File: src/hw/ctc_regs.svh
// Register offsets, field positions, reset values and timing counts
//
// Contract
// - Timer and detection register at 0x15, resets to 0x5C.
// - Charge enable and watchdog register at 0x16, resets to 0xA1.
// - Converter and protection register at 0x17, resets to 0x4F.
// - Bit 7 of timer register disables the indicator pin when one.
// - Auto detect bit one starts port detection on input plug-in.
// - Force detect bit starts detection, self-clears when detection finishes.
// - Bias enable and dedicated port code 011b apply 600 mV D+ bias.
// - Half-speed bit slows safety timers during input or thermal regulation.
// - Safety timer enable bit turns charge safety timers on or off.
// - Pre-charge limit is 2 hrs when zero, 0.5 hrs when one.
// - Fast-charge limit is 12 hrs when zero, 24 hrs when one.
// - Overvoltage fault discharges battery only when auto discharge enabled.
// - Forced battery discharge bit draws about 30 mA from battery.
// - Mid-node discharge bit enables about 30 mA on mid-supply node.
// - Charging enable bit permits charging when one, stops when zero.
// - Kick bit restarts watchdog then self-clears; host kicks before expiry.
// - Restore bit returns registers to defaults, resets timers, self-clears.
`ifndef CTC_REGS_SVH
`define CTC_REGS_SVH
`define CTC_I2C_ADDR 7'h6A
`define CTC_OFS_TIMER 8'h15
`define CTC_OFS_CHGWD 8'h16
`define CTC_OFS_CONV 8'h17
`define CTC_OFS_STATUS 8'h1F
`define CTC_RST_TIMER 8'h5C
`define CTC_RST_CHGWD 8'hA1
`define CTC_RST_CONV 8'h4F
`define CTC_B_INDDIS 7
`define CTC_B_AUTODET 6
`define CTC_B_FORCEDET 5
`define CTC_B_BIAS 4
`define CTC_B_HALF 3
`define CTC_B_SAFE 2
`define CTC_B_PRESEL 1
`define CTC_B_FASTSEL 0
`define CTC_B_AUTODIS 7
`define CTC_B_BATDIS 6
`define CTC_B_CHGEN 5
`define CTC_B_MIDDIS 3
`define CTC_B_KICK 2
`define CTC_B_RESTORE 7
`define CTC_DCP_CODE 3'h3
`define CTC_CLK_HZ 200000000
`define CTC_WD_BASE_S 40
`define CTC_PRE_LONG_MIN 120
`define CTC_PRE_SHORT_MIN 30
`define CTC_FAST_SHORT_MIN 720
`define CTC_FAST_LONG_MIN 1440
`endif

File: src/hw/ctc_pkg.sv
// Types shared by the charger timer control block
package ctc_pkg;
  typedef enum logic [2:0] {
    CTC_IDLE, CTC_ADDR, CTC_ACK, CTC_DATA, CTC_DACK, CTC_SEND, CTC_RACK
  } ctc_i2c_e;
  typedef logic [7:0] ctc_byte_t;
endpackage

File: src/hw/ctc_timer_regs.sv
// I2C register bank with watchdog, safety timers and detection control
`timescale 1ns/100ps
`include "ctc_regs.svh"
module ctc_timer_regs #(
  parameter logic [39:0] WD_TICKS = 40'd8000000000,
  parameter logic [39:0] MIN_TICKS = 40'd12000000000
) (
  input wire logic clock,
  input wire logic reset,
  input wire logic sclIn,
  input wire logic sdaIn,
  output logic sdaOut,
  output logic sdaOe_n,
  input wire logic inputPlugged,
  input wire logic detectDone,
  input wire logic [2:0] inputSourceType,
  input wire logic inputRegActive,
  input wire logic thermalRegActive,
  input wire logic batteryOvpFault,
  input wire logic inPrecharge,
  input wire logic inFastCharge,
  output logic indicatorEnable,
  output logic portDetectStart,
  output logic dedicatedPortBias,
  output logic batteryDischarge,
  output logic midNodeDischarge,
  output logic chargeAllowed,
  output logic safetyTimerExpired,
  output logic watchdogFault,
  output ctc_pkg::ctc_byte_t convCfg
);
  import ctc_pkg::*;

  // Two-stage synchronisers on pins
  logic [1:0] sclSync, sdaSync, plugSync;
  logic sclPrev, sdaPrev;
  wire logic scl = sclSync[1];
  wire logic sda = sdaSync[1];
  wire logic sclRise = scl & ~sclPrev;
  wire logic sclFall = ~scl & sclPrev;
  wire logic startCond = scl & sclPrev & sdaPrev & ~sda;
  wire logic stopCond = scl & sclPrev & ~sdaPrev & sda;

  ctc_i2c_e state, next_state;
  logic [7:0] shift, next_shift;
  logic [2:0] bitCnt, next_bitCnt;
  logic readMode, next_readMode;
  logic haveIndex, next_haveIndex;
  logic [7:0] index, next_index;
  logic sdaLow, next_sdaLow;
  logic wrStrobe, next_wrStrobe;
  logic [7:0] wrData, next_wrData;
  logic gotBit, next_gotBit;

  logic [7:0] timerCfg, next_timerCfg;
  logic [7:0] chgWdCfg, next_chgWdCfg;
  logic [7:0] convReg, next_convReg;
  logic wdFlag, next_wdFlag;
  logic [39:0] wdCount, next_wdCount;
  // One minute of clocks needs more than 32 bits
  logic [39:0] tickCount, next_tickCount;
  logic halfPhase, next_halfPhase;
  logic [10:0] minutes, next_minutes;
  logic plugPrev, detStart, next_detStart;
  logic restoring, next_restoring;

  function automatic logic [7:0] read_reg(input logic [7:0] ofs,
    input logic [7:0] t, input logic [7:0] c, input logic [7:0] v,
    input logic f);
    case (ofs)
      `CTC_OFS_TIMER: read_reg = t;
      `CTC_OFS_CHGWD: read_reg = c;
      `CTC_OFS_CONV: read_reg = v;
      `CTC_OFS_STATUS: read_reg = {7'h00, f};
      default: read_reg = 8'h00;
    endcase
  endfunction

  function automatic logic [39:0] wd_limit(input logic [1:0] code);
    case (code)
      2'h1: wd_limit = WD_TICKS;
      2'h2: wd_limit = WD_TICKS << 1;
      2'h3: wd_limit = WD_TICKS << 2;
      default: wd_limit = 40'h00;
    endcase
  endfunction

  // I2C slave: address, index, then data; every written byte goes to the same index, a read returns one byte
  always_comb begin
    next_state = state;
    next_shift = shift;
    next_bitCnt = bitCnt;
    next_readMode = readMode;
    next_haveIndex = haveIndex;
    next_index = index;
    next_sdaLow = sdaLow;
    next_wrStrobe = 1'b0;
    next_wrData = wrData;
    next_gotBit = gotBit;
    if (startCond) begin
      next_state = CTC_ADDR;
      next_bitCnt = 3'h0;
      next_gotBit = 1'b0;
      next_haveIndex = 1'b0;
      next_sdaLow = 1'b0;
    end else if (stopCond) begin
      next_state = CTC_IDLE;
      next_sdaLow = 1'b0;
    end else begin
      case (state)
        CTC_IDLE: next_sdaLow = 1'b0;
        CTC_ADDR, CTC_DATA: begin
          if (sclRise) begin
            next_shift = {shift[6:0], sda};
            next_bitCnt = bitCnt + 3'h1;
            next_gotBit = 1'b1;
          end
          // Only a fall after a full byte ends it, not the fall after START
          if (sclFall && bitCnt == 3'h0 && gotBit) begin
            next_gotBit = 1'b0;
            if (state == CTC_ADDR && shift[7:1] == `CTC_I2C_ADDR) begin
              next_readMode = shift[0];
              next_sdaLow = 1'b1;
              next_state = CTC_ACK;
            end else if (state == CTC_ADDR) begin
              next_state = CTC_IDLE;
            end else begin
              next_sdaLow = 1'b1;
              next_state = CTC_DACK;
              if (haveIndex) begin
                next_wrStrobe = 1'b1;
                next_wrData = shift;
              end else begin
                next_index = shift;
                next_haveIndex = 1'b1;
              end
            end
          end
        end
        CTC_ACK: if (sclFall) begin
          if (readMode) begin
            next_shift = read_reg(index, timerCfg, chgWdCfg, convReg, wdFlag);
            next_sdaLow = ~next_shift[7];
            next_state = CTC_SEND;
          end else begin
            next_sdaLow = 1'b0;
            next_state = CTC_DATA;
          end
        end
        CTC_DACK: if (sclFall) begin
          next_sdaLow = 1'b0;
          next_state = CTC_DATA;
        end
        CTC_SEND: begin
          if (sclRise)
            next_bitCnt = bitCnt + 3'h1;
          if (sclFall && bitCnt == 3'h0) begin
            next_sdaLow = 1'b0;
            next_state = CTC_RACK;
          end else if (sclFall) begin
            next_shift = {shift[6:0], 1'b0};
            next_sdaLow = ~shift[6];
          end
        end
        CTC_RACK: if (sclRise) next_state = CTC_IDLE;
        default: next_state = CTC_IDLE;
      endcase
    end
  end

  // Register bank, watchdog and timers
  always_comb begin
    logic kick;
    logic slow;
    logic [10:0] limit;
    kick = 1'b0;
    slow = 1'b0;
    limit = 11'h000;
    next_timerCfg = timerCfg;
    next_chgWdCfg = chgWdCfg;
    next_convReg = convReg;
    next_wdFlag = wdFlag;
    next_wdCount = wdCount;
    next_tickCount = tickCount;
    next_halfPhase = halfPhase;
    next_minutes = minutes;
    next_detStart = 1'b0;
    next_restoring = 1'b0;
    if (wrStrobe) begin
      case (index)
        `CTC_OFS_TIMER: next_timerCfg = wrData;
        `CTC_OFS_CHGWD: next_chgWdCfg = wrData;
        `CTC_OFS_CONV: next_convReg = wrData;
        `CTC_OFS_STATUS: next_wdFlag = wdFlag & ~wrData[0];
        default: ;
      endcase
      kick = 1'b1;
    end
    if (wrStrobe && index == `CTC_OFS_TIMER && wrData[`CTC_B_FORCEDET])
      next_detStart = 1'b1;
    if (plugSync[1] && !plugPrev && timerCfg[`CTC_B_AUTODET])
      next_detStart = 1'b1;
    if (detectDone)
      next_timerCfg[`CTC_B_FORCEDET] = 1'b0;
    if (chgWdCfg[`CTC_B_KICK]) begin
      kick = 1'b1;
      next_chgWdCfg[`CTC_B_KICK] = 1'b0;
    end
    if (kick || chgWdCfg[1:0] == 2'h0)
      next_wdCount = 40'h00;
    else if (wdCount + 40'h1 >= wd_limit(chgWdCfg[1:0])) begin
      next_wdFlag = 1'b1;
      next_wdCount = 40'h00;
      next_timerCfg = `CTC_RST_TIMER;
      next_timerCfg[`CTC_B_INDDIS] = timerCfg[`CTC_B_INDDIS];
      next_timerCfg[`CTC_B_HALF] = timerCfg[`CTC_B_HALF];
      next_timerCfg[1:0] = timerCfg[1:0];
      next_chgWdCfg[6:3] = 4'h4;
    end else
      next_wdCount = wdCount + 40'h1;
    // Safety timers in minutes, half rate under regulation
    slow = timerCfg[`CTC_B_HALF] & (inputRegActive | thermalRegActive);
    if (inPrecharge)
      limit = timerCfg[`CTC_B_PRESEL] ? 11'(`CTC_PRE_SHORT_MIN) :
              11'(`CTC_PRE_LONG_MIN);
    else
      limit = timerCfg[`CTC_B_FASTSEL] ? 11'(`CTC_FAST_LONG_MIN) :
              11'(`CTC_FAST_SHORT_MIN);
    if (!timerCfg[`CTC_B_SAFE] || !(inPrecharge || inFastCharge)) begin
      next_tickCount = 40'h00;
      next_minutes = 11'h000;
      next_halfPhase = 1'b0;
    end else if (tickCount + 40'h1 >= MIN_TICKS) begin
      next_tickCount = 40'h00;
      next_halfPhase = slow ? ~halfPhase : 1'b0;
      if ((!slow || halfPhase) && minutes < limit)
        next_minutes = minutes + 11'h001;
    end else
      next_tickCount = tickCount + 40'h1;
    if (convReg[`CTC_B_RESTORE]) begin
      next_timerCfg = `CTC_RST_TIMER;
      next_chgWdCfg = `CTC_RST_CHGWD;
      next_convReg = `CTC_RST_CONV;
      next_wdCount = 40'h00;
      next_tickCount = 40'h00;
      next_minutes = 11'h000;
      next_restoring = 1'b1;
    end
  end

  always_ff @(posedge clock or posedge reset) begin
    if (reset) begin
      sclSync <= 2'h3;
      sdaSync <= 2'h3;
      plugSync <= 2'h0;
      sclPrev <= 1'b1;
      sdaPrev <= 1'b1;
      plugPrev <= 1'b0;
      state <= CTC_IDLE;
      shift <= 8'h00;
      bitCnt <= 3'h0;
      readMode <= 1'b0;
      haveIndex <= 1'b0;
      index <= 8'h00;
      sdaLow <= 1'b0;
      wrStrobe <= 1'b0;
      wrData <= 8'h00;
      gotBit <= 1'b0;
      timerCfg <= `CTC_RST_TIMER;
      chgWdCfg <= `CTC_RST_CHGWD;
      convReg <= `CTC_RST_CONV;
      wdFlag <= 1'b0;
      wdCount <= 40'h00;
      tickCount <= 40'h00;
      halfPhase <= 1'b0;
      minutes <= 11'h000;
      detStart <= 1'b0;
      restoring <= 1'b0;
    end else begin
      sclSync <= {sclSync[0], sclIn};
      sdaSync <= {sdaSync[0], sdaIn};
      plugSync <= {plugSync[0], inputPlugged};
      sclPrev <= scl;
      sdaPrev <= sda;
      plugPrev <= plugSync[1];
      state <= next_state;
      shift <= next_shift;
      bitCnt <= next_bitCnt;
      readMode <= next_readMode;
      haveIndex <= next_haveIndex;
      index <= next_index;
      sdaLow <= next_sdaLow;
      wrStrobe <= next_wrStrobe;
      wrData <= next_wrData;
      gotBit <= next_gotBit;
      timerCfg <= next_timerCfg;
      chgWdCfg <= next_chgWdCfg;
      convReg <= next_convReg;
      wdFlag <= next_wdFlag;
      wdCount <= next_wdCount;
      tickCount <= next_tickCount;
      halfPhase <= next_halfPhase;
      minutes <= next_minutes;
      detStart <= next_detStart;
      restoring <= next_restoring;
    end
  end

  // Registered outputs
  always_ff @(posedge clock or posedge reset) begin
    if (reset) begin
      sdaOut <= 1'b0;
      sdaOe_n <= 1'b1;
      indicatorEnable <= 1'b1;
      portDetectStart <= 1'b0;
      dedicatedPortBias <= 1'b0;
      batteryDischarge <= 1'b0;
      midNodeDischarge <= 1'b0;
      chargeAllowed <= 1'b0;
      safetyTimerExpired <= 1'b0;
      watchdogFault <= 1'b0;
      convCfg <= `CTC_RST_CONV;
    end else begin
      sdaOut <= 1'b0;
      sdaOe_n <= ~sdaLow;
      indicatorEnable <= ~timerCfg[`CTC_B_INDDIS];
      portDetectStart <= detStart;
      dedicatedPortBias <= timerCfg[`CTC_B_BIAS] &
        (inputSourceType == `CTC_DCP_CODE);
      batteryDischarge <= chgWdCfg[`CTC_B_BATDIS] |
        (batteryOvpFault & chgWdCfg[`CTC_B_AUTODIS]);
      midNodeDischarge <= chgWdCfg[`CTC_B_MIDDIS];
      chargeAllowed <= chgWdCfg[`CTC_B_CHGEN] &
        ~safetyTimerExpired;
      safetyTimerExpired <= timerCfg[`CTC_B_SAFE] && (inPrecharge ?
        minutes >= 11'(timerCfg[`CTC_B_PRESEL] ? `CTC_PRE_SHORT_MIN :
        `CTC_PRE_LONG_MIN) : inFastCharge && minutes >= 11'(
        timerCfg[`CTC_B_FASTSEL] ? `CTC_FAST_LONG_MIN :
        `CTC_FAST_SHORT_MIN));
      watchdogFault <= wdFlag;
      convCfg <= {1'b0, convReg[6:0]};
    end
  end
endmodule // ctc_timer_regs

File: config.mk
export PLATFORM = sky130hd
export DESIGN_NAME = ctc_timer_regs
export DESIGN_NICKNAME = d
export VERILOG_FILES = /design/src/hw/ctc_pkg.sv /design/src/hw/ctc_timer_regs.sv
export VERILOG_INCLUDE_DIRS = /design/src /design/src/hw
export SDC_FILE = /design/constraint.sdc
export NUM_CORES = 1
export LEC_CHECK = 0
export BUFFER_PORTS_ARGS = -buffer_cell sky130_fd_sc_hd__buf_2
export CORE_ASPECT_RATIO = 0.75
export CORE_MARGIN = 3
export CORE_UTILIZATION = 55
export DETAILED_ROUTE_END_ITERATION = 10
export HOLD_SLACK_MARGIN = 0.15
export PLACE_DENSITY = 0.75
export SYNTH_ARGS = -nofsm -noshare
export SYNTH_HDL_FRONTEND = slang
export SYNTH_SLANG_ARGS = --single-unit
File: constraint.sdc
create_clock -name clock -period 5.2 [get_ports clock]
set_clock_uncertainty 0.1 [all_clocks]
set_input_delay 0.52 -clock clock [delete_from_list [all_inputs] [get_ports clock]]
set_output_delay 0.52 -clock clock [all_outputs]
set_load 0.005 [all_outputs]
### After elaboration in Yosys (flattened, before gate mapping)

Index checks and enable logic that the tools add are counted.

| word-level totals | value |
|---|---|
| register bits after elaboration | 178 |
| logic and storage cells | 260 |

| cells by class | value |
|---|---|
| add/subtract/negate cells | 4 |
| $lt $le $gt $ge | 5 |
| eq/ne operators | 32 |
| muxes and demuxes | 99 |
| bitwise operators | 30 |
| reduce and logical (&&, ||, !) cells | 51 |

Operator list:

| cell | number |
|---|---|
| two-way mux 40 bit | 7 |
| two-way mux 8 bit | 21 |
| case mux 35 bit (3 select lines) | 1 |
| adder 40 x 1 -> 40 bit, second input constant | 2 |
| two-way mux 11 bit | 7 |
| two-way mux 3 bit | 14 |
| two-way mux 1 bit | 41 |
| greater-or-equal comparator 40 x 34 -> 1 bit, second input constant | 1 |
| greater-or-equal comparator 40 bit | 1 |
| == test 8 x 5 -> 1 bit, second input constant | 4 |
| case mux 8 bit (4 select lines) | 1 |
| case mux 8 bit (3 select lines) | 1 |
| inequality test 4 bit, second input constant | 5 |
| case mux 3 bit (6 select lines) | 1 |
| nonzero test 3 bit | 6 |
| inequality test 2 bit, second input constant | 8 |
| inverter 1 bit | 16 |
| nonzero test 2 bit | 8 |
| two-way mux 7 bit | 2 |
| AND reduction 7 bit | 2 |
| AND 1 bit | 12 |
| AND reduction 6 bit | 2 |
| adder 11 x 1 -> 11 bit, second input constant | 1 |
| greater-or-equal comparator 11 bit | 1 |
| other kinds (26) | 56 |

### Logic depth before layout (Yosys ltp)

| depth | value |
|---|---|
| depth after elaboration | 13 |
| gate-level depth with buffers | 17 |
| gate-level depth less buffers | 16 |

### Worst setup path before layout

Ideal clock, no wire load.

| timing | value |
|---|---|
| kind | register to register |
| from | register wdCount[0] |
| to | register wdCount[7] |
| arrival time | 3753 ps |
| setup slack | 1228 ps |
| cell stages (with the launch flop) | 18 |
| path through | dfrtp_1 ha_1 nand3_1 nor3_1 and3_1 and3_1 nand3_1 xnor2_1 ha_1 nand4_1 nand2b_1 nor3_1 nand3_1 or4_1 a2111o_1 nand3_2 buf_4 nor2_1 |

| between the ends | value |
|---|---|
| cells in the longest elaborated chain, start to end | 5 |

Ends and longest elaborated chain:

| element | line | source |
|---|---|---|
| from (decl) | ctc_timer_regs.sv:59 | `logic [39:0] wdCount, next_wdCount;` |
| from (signal assigned) | ctc_timer_regs.sv:300 | `wdCount <= next_wdCount;` |
| adder 40 x 1 -> 40 bit (*) | ctc_timer_regs.sv:211, ctc_timer_regs.sv:220 |  |
| greater-or-equal comparator 40 bit | ctc_timer_regs.sv:211 | `else if (wdCount + 40'h1 >= wd_limit(chgWdCfg[1:0])) begin` |
| two-way mux 40 bit (*) | ctc_timer_regs.sv:211 |  |
| two-way mux 40 bit (*) | ctc_timer_regs.sv:209 | `if (kick \|\| chgWdCfg[1:0] == 2'h0)` |
| two-way mux 40 bit (*) | ctc_timer_regs.sv:240 | `` if (convReg[`CTC_B_RESTORE]) begin `` |
| named net next_wdCount[7] | ctc_timer_regs.sv:59 |  |

The timed path passes the listed nets; every way through them passes the cells marked *.
A chain may end at the register's enable or synchronous reset.

### Worst setup path in the final report

| timing | value |
|---|---|
| from | register wdCount[0] |
| to | register wdCount[9] |

The elaborated chain is that of the path after synthesis.

==> results.ini <==
[floorplanning]
die_area_mm2 = 0.0197
ios = 32
fp-row-count = 41
die-width_um = 161
core-area_mm2 = 0.0173
initial_core_util_pct = 57.5
die_y_um = 122

[routing]
top_layer = met4
wl_met3_mm = 1.05
drc = 0
wl_per_cell_um = 16.7
vias = 7676
dr_wl_met2_mm = 9.44
drt-pass1-iter-count = 6
routed_wirelength_mm = 21.7
viasPerCell = 5.91
ant_nets = 0
drt_iter0_drc = 689
met1Wirelength_mm = 10.8

[synth]
synth-seq-cells = 178
synth-edff-count = 0
yosys_warnings = 0
synth_cells = 1009
synth.largest_area_cell = dfrtp_1
ys.flop_type = dfrtp_1
synth_area_mm2 = 0.00994
syn_avg_cell_area_um2 = 9.85
async_flop_share_pct = 100
ys_seq_area_share_pct = 45.1
synth_cell_types = 75
synth_area_leaders = dfrtp_1, ha_1, dfstp_2
post-synth-top-area-fraction_pct = 38.5

[placement]
port_buffers = 29
dp.cells = 1263
placed_area_mm2 = 0.0104
dpl_worst_slack_ns = 0.663
place_hpwl_mm = 15.2
place_congestion = 0.842

[pwr]
leakagePower_nw = 4.95
powerDensity_mw_per_mm2 = 265
finalPower_mw = 2.91
vdd_drop_max_v = 0.000226

[timing]
slew_headroom_pct = 34.4
max_slew.worst_pin.slew_ns = 0.984
setup_viol = 0
fin_setup_tns_ns = 0
slew_violations = 0
whs_ns = 0.183
fmax_ghz = 0.219
finalCriticalPeriod_ns = 4.57
rsz0062_at_grt = false
finalHoldViolations = 0
final.period_utilization_pct = 88.0
fin_ws_ns = 0.626

[global_routing]
grt_pass1_wl_mm = 36.8
gr-usage-all-layers_pct = 23.1
grt_max_degree = 179
grt_pass1_vias = 7284
grt_overflow_total = 0
antenna_found_initial = 0

[run_status]
status = complete, no violations

[clocking]
numClockSinks = 178
cts_resized = 0
root_buffer = clkbuf_16
numCtsBuffers = 17
clk_latency_ns = 0.44
h-tree-depth = 4
cts_setup_buffers = 0
postCtsHoldBufs = 4
clk_pin_slew_ns = 0.07
tritoncts = done
clock_path_buffers = 2

[layout]
drive_above_1_share_pct = 13.9
nNetsFinal = 1118
area_delta_synth_final_pct = 10.5
final_core_util_pct = 63.6
fin_area_mm2 = 0.0110
nFillCells = 1461
antenna_cells = 0
fin_cells = 1299

[worst_setup_path]
start_kind = register
cpPeakStageDelay_ns = 0.49
crit_fanout = 24
slowest_stage = a2111o_1
crit_required_ns = 5.42
critPathKind = reg -> reg
cpMostUsedCell = nand3_1
critPathCaptureType = register
cp_num_buf_inv = 1
cp.arrival_ns = 4.79
path_cells = ha_1 > nand3_1 > nor3_1 > and3_1 > and3_1 > nand3_1 > xnor2_1 > ha_1 > nand4_1 > nand2b_1 > nor3_1 > nand3_1 > or4_1 > a2111o_1 > nand3_2 > buf_12 > nor2_1
cp_top_family = simple AND/OR/NAND/NOR gates

[run]
max-cap-violations = 0

[worst_hold_path]
hold_class = in -> reg

-- registers in the layout (all words and copies together), names as in the netlist, 2 cells and up --
signal	flops
bitCnt	3
chgWdCfg	8
convCfg	7
convReg	8
index	8
minutes	11
plugSync	2
sclSync	2
sdaSync	2
shift	8
state	3
tickCount	40
timerCfg	8
wdCount	40
wrData	8
-- power breakdown --
group          total [mW]  leakage [nW]  internal, mW  switching, mW
combinational       0.138          2.32        0.0540         0.0842
clock                1.27         0.284         0.681          0.593
sequential           1.50          2.35          1.44         0.0575
total                2.91          4.95          2.18          0.734
-- per-layer routing --
metal	vias up	GRT usage, %
li1	3657	-
met1	3778	34.2
met2	209	34.7
met3	32	4.39
met4	0	6.61
met5	-	0
-- layout by cell type, fill, tap and decap left out, types with 12 or more instances in the layout --
| cell type | synthesis | layout |
|---|---|---|
| a21o_1 | 16 | 16 |
| a21oi_1 | 34 | 34 |
| and3_1 | 25 | 25 |
| buf_2 | 7 | 29 |
| clkbuf_16 | 0 | 17 |
| conb_1 | 1 | 13 |
| dfrtp_1 | 153 | 153 |
| dfstp_2 | 25 | 25 |
| ha_1 | 54 | 54 |
| inv_1 | 31 | 30 |
| mux2_2 | 27 | 27 |
| mux2i_1 | 12 | 12 |
| nand2_1 | 95 | 95 |
| nand3_1 | 47 | 47 |
| nand4_1 | 31 | 31 |
| nor2_1 | 105 | 105 |
| nor2b_1 | 32 | 32 |
| nor3_1 | 26 | 26 |
| o21ai_0 | 38 | 38 |
| xnor2_1 | 45 | 45 |
| xor2_1 | 33 | 33 |
-- path summary, 6_finish.rpt --
| kind | startpoint | end | slack (ns) | cells past startpoint |
|---|---|---|---|---|
| max in group asynchronous | reset | chargeAllowed | 4.04 | 3 |
| min in group asynchronous | reset | midNodeDischarge | 0.20 | 3 |
| min reg2reg | plugSync[0] | plugSync[1] | 0.25 | 0 |
| max | wdCount[0] | wdCount[9] | 0.63 | 17 |
| min | batteryOvpFault | batteryDischarge | 0.18 | 2 |
| max reg2reg | wdCount[0] | wdCount[9] | 0.63 | 17 |
-- kinds of logic (layout without fill, tap and decap cells) --
group,count (synthesis),in the layout,synth area share (%)
adder cells (fa/ha/maj),54,54,6.80
other,1,13,0.0377
buffers and inverters,63,105,2.69
XOR/XNOR,78,78,6.87
flip-flops,178,178,45.1
AO/OA/AOI/OAI,151,151,10.1
multiplexers,39,39,4.27
AND/OR/NAND/NOR,445,445,24.1
-- synthesized netlist by cell type (3+ instances only) --
master	count
a22oi_1	9
a31o_1	3
a211o_1	4
nor3_1	26
and2_1	3
o31ai_1	3
nor2_1	105
clkbuf_1	19
and4_1	8
nand3b_1	5
nor4_4	3
o31a_1	3
ha_1	54
o21a_1	3
mux2_2	27
o21ai_0	38
and3_1	25
nand3_2	3
nor4_1	10
o22ai_1	3
inv_1	31
a211oi_1	6
nand3_1	47
buf_4	6
nor3b_1	4
nor2b_1	32
nand4b_1	7
mux2i_1	12
nor4b_1	5
dfstp_2	25
a31oi_1	7
nand2_1	95
nand2b_1	6
buf_2	7
xor2_1	33
xnor2_1	45
nand4_1	31
or4_1	4
or3_1	10
o211ai_1	4
a21o_1	16
a21oi_1	34
dfrtp_1	153
-- layout make-up --
cell class	instances	area, µm²	area share, %
multi-input combinational	780	5240	47.7
sequential	178	4490	40.8
clock buffer	19	433	3.94
tap	236	295	2.69
timing repair buffer	42	278	2.53
clock inverter	13	139	1.26
inverter	31	120	1.09
(Power assumes the default switching activity.)
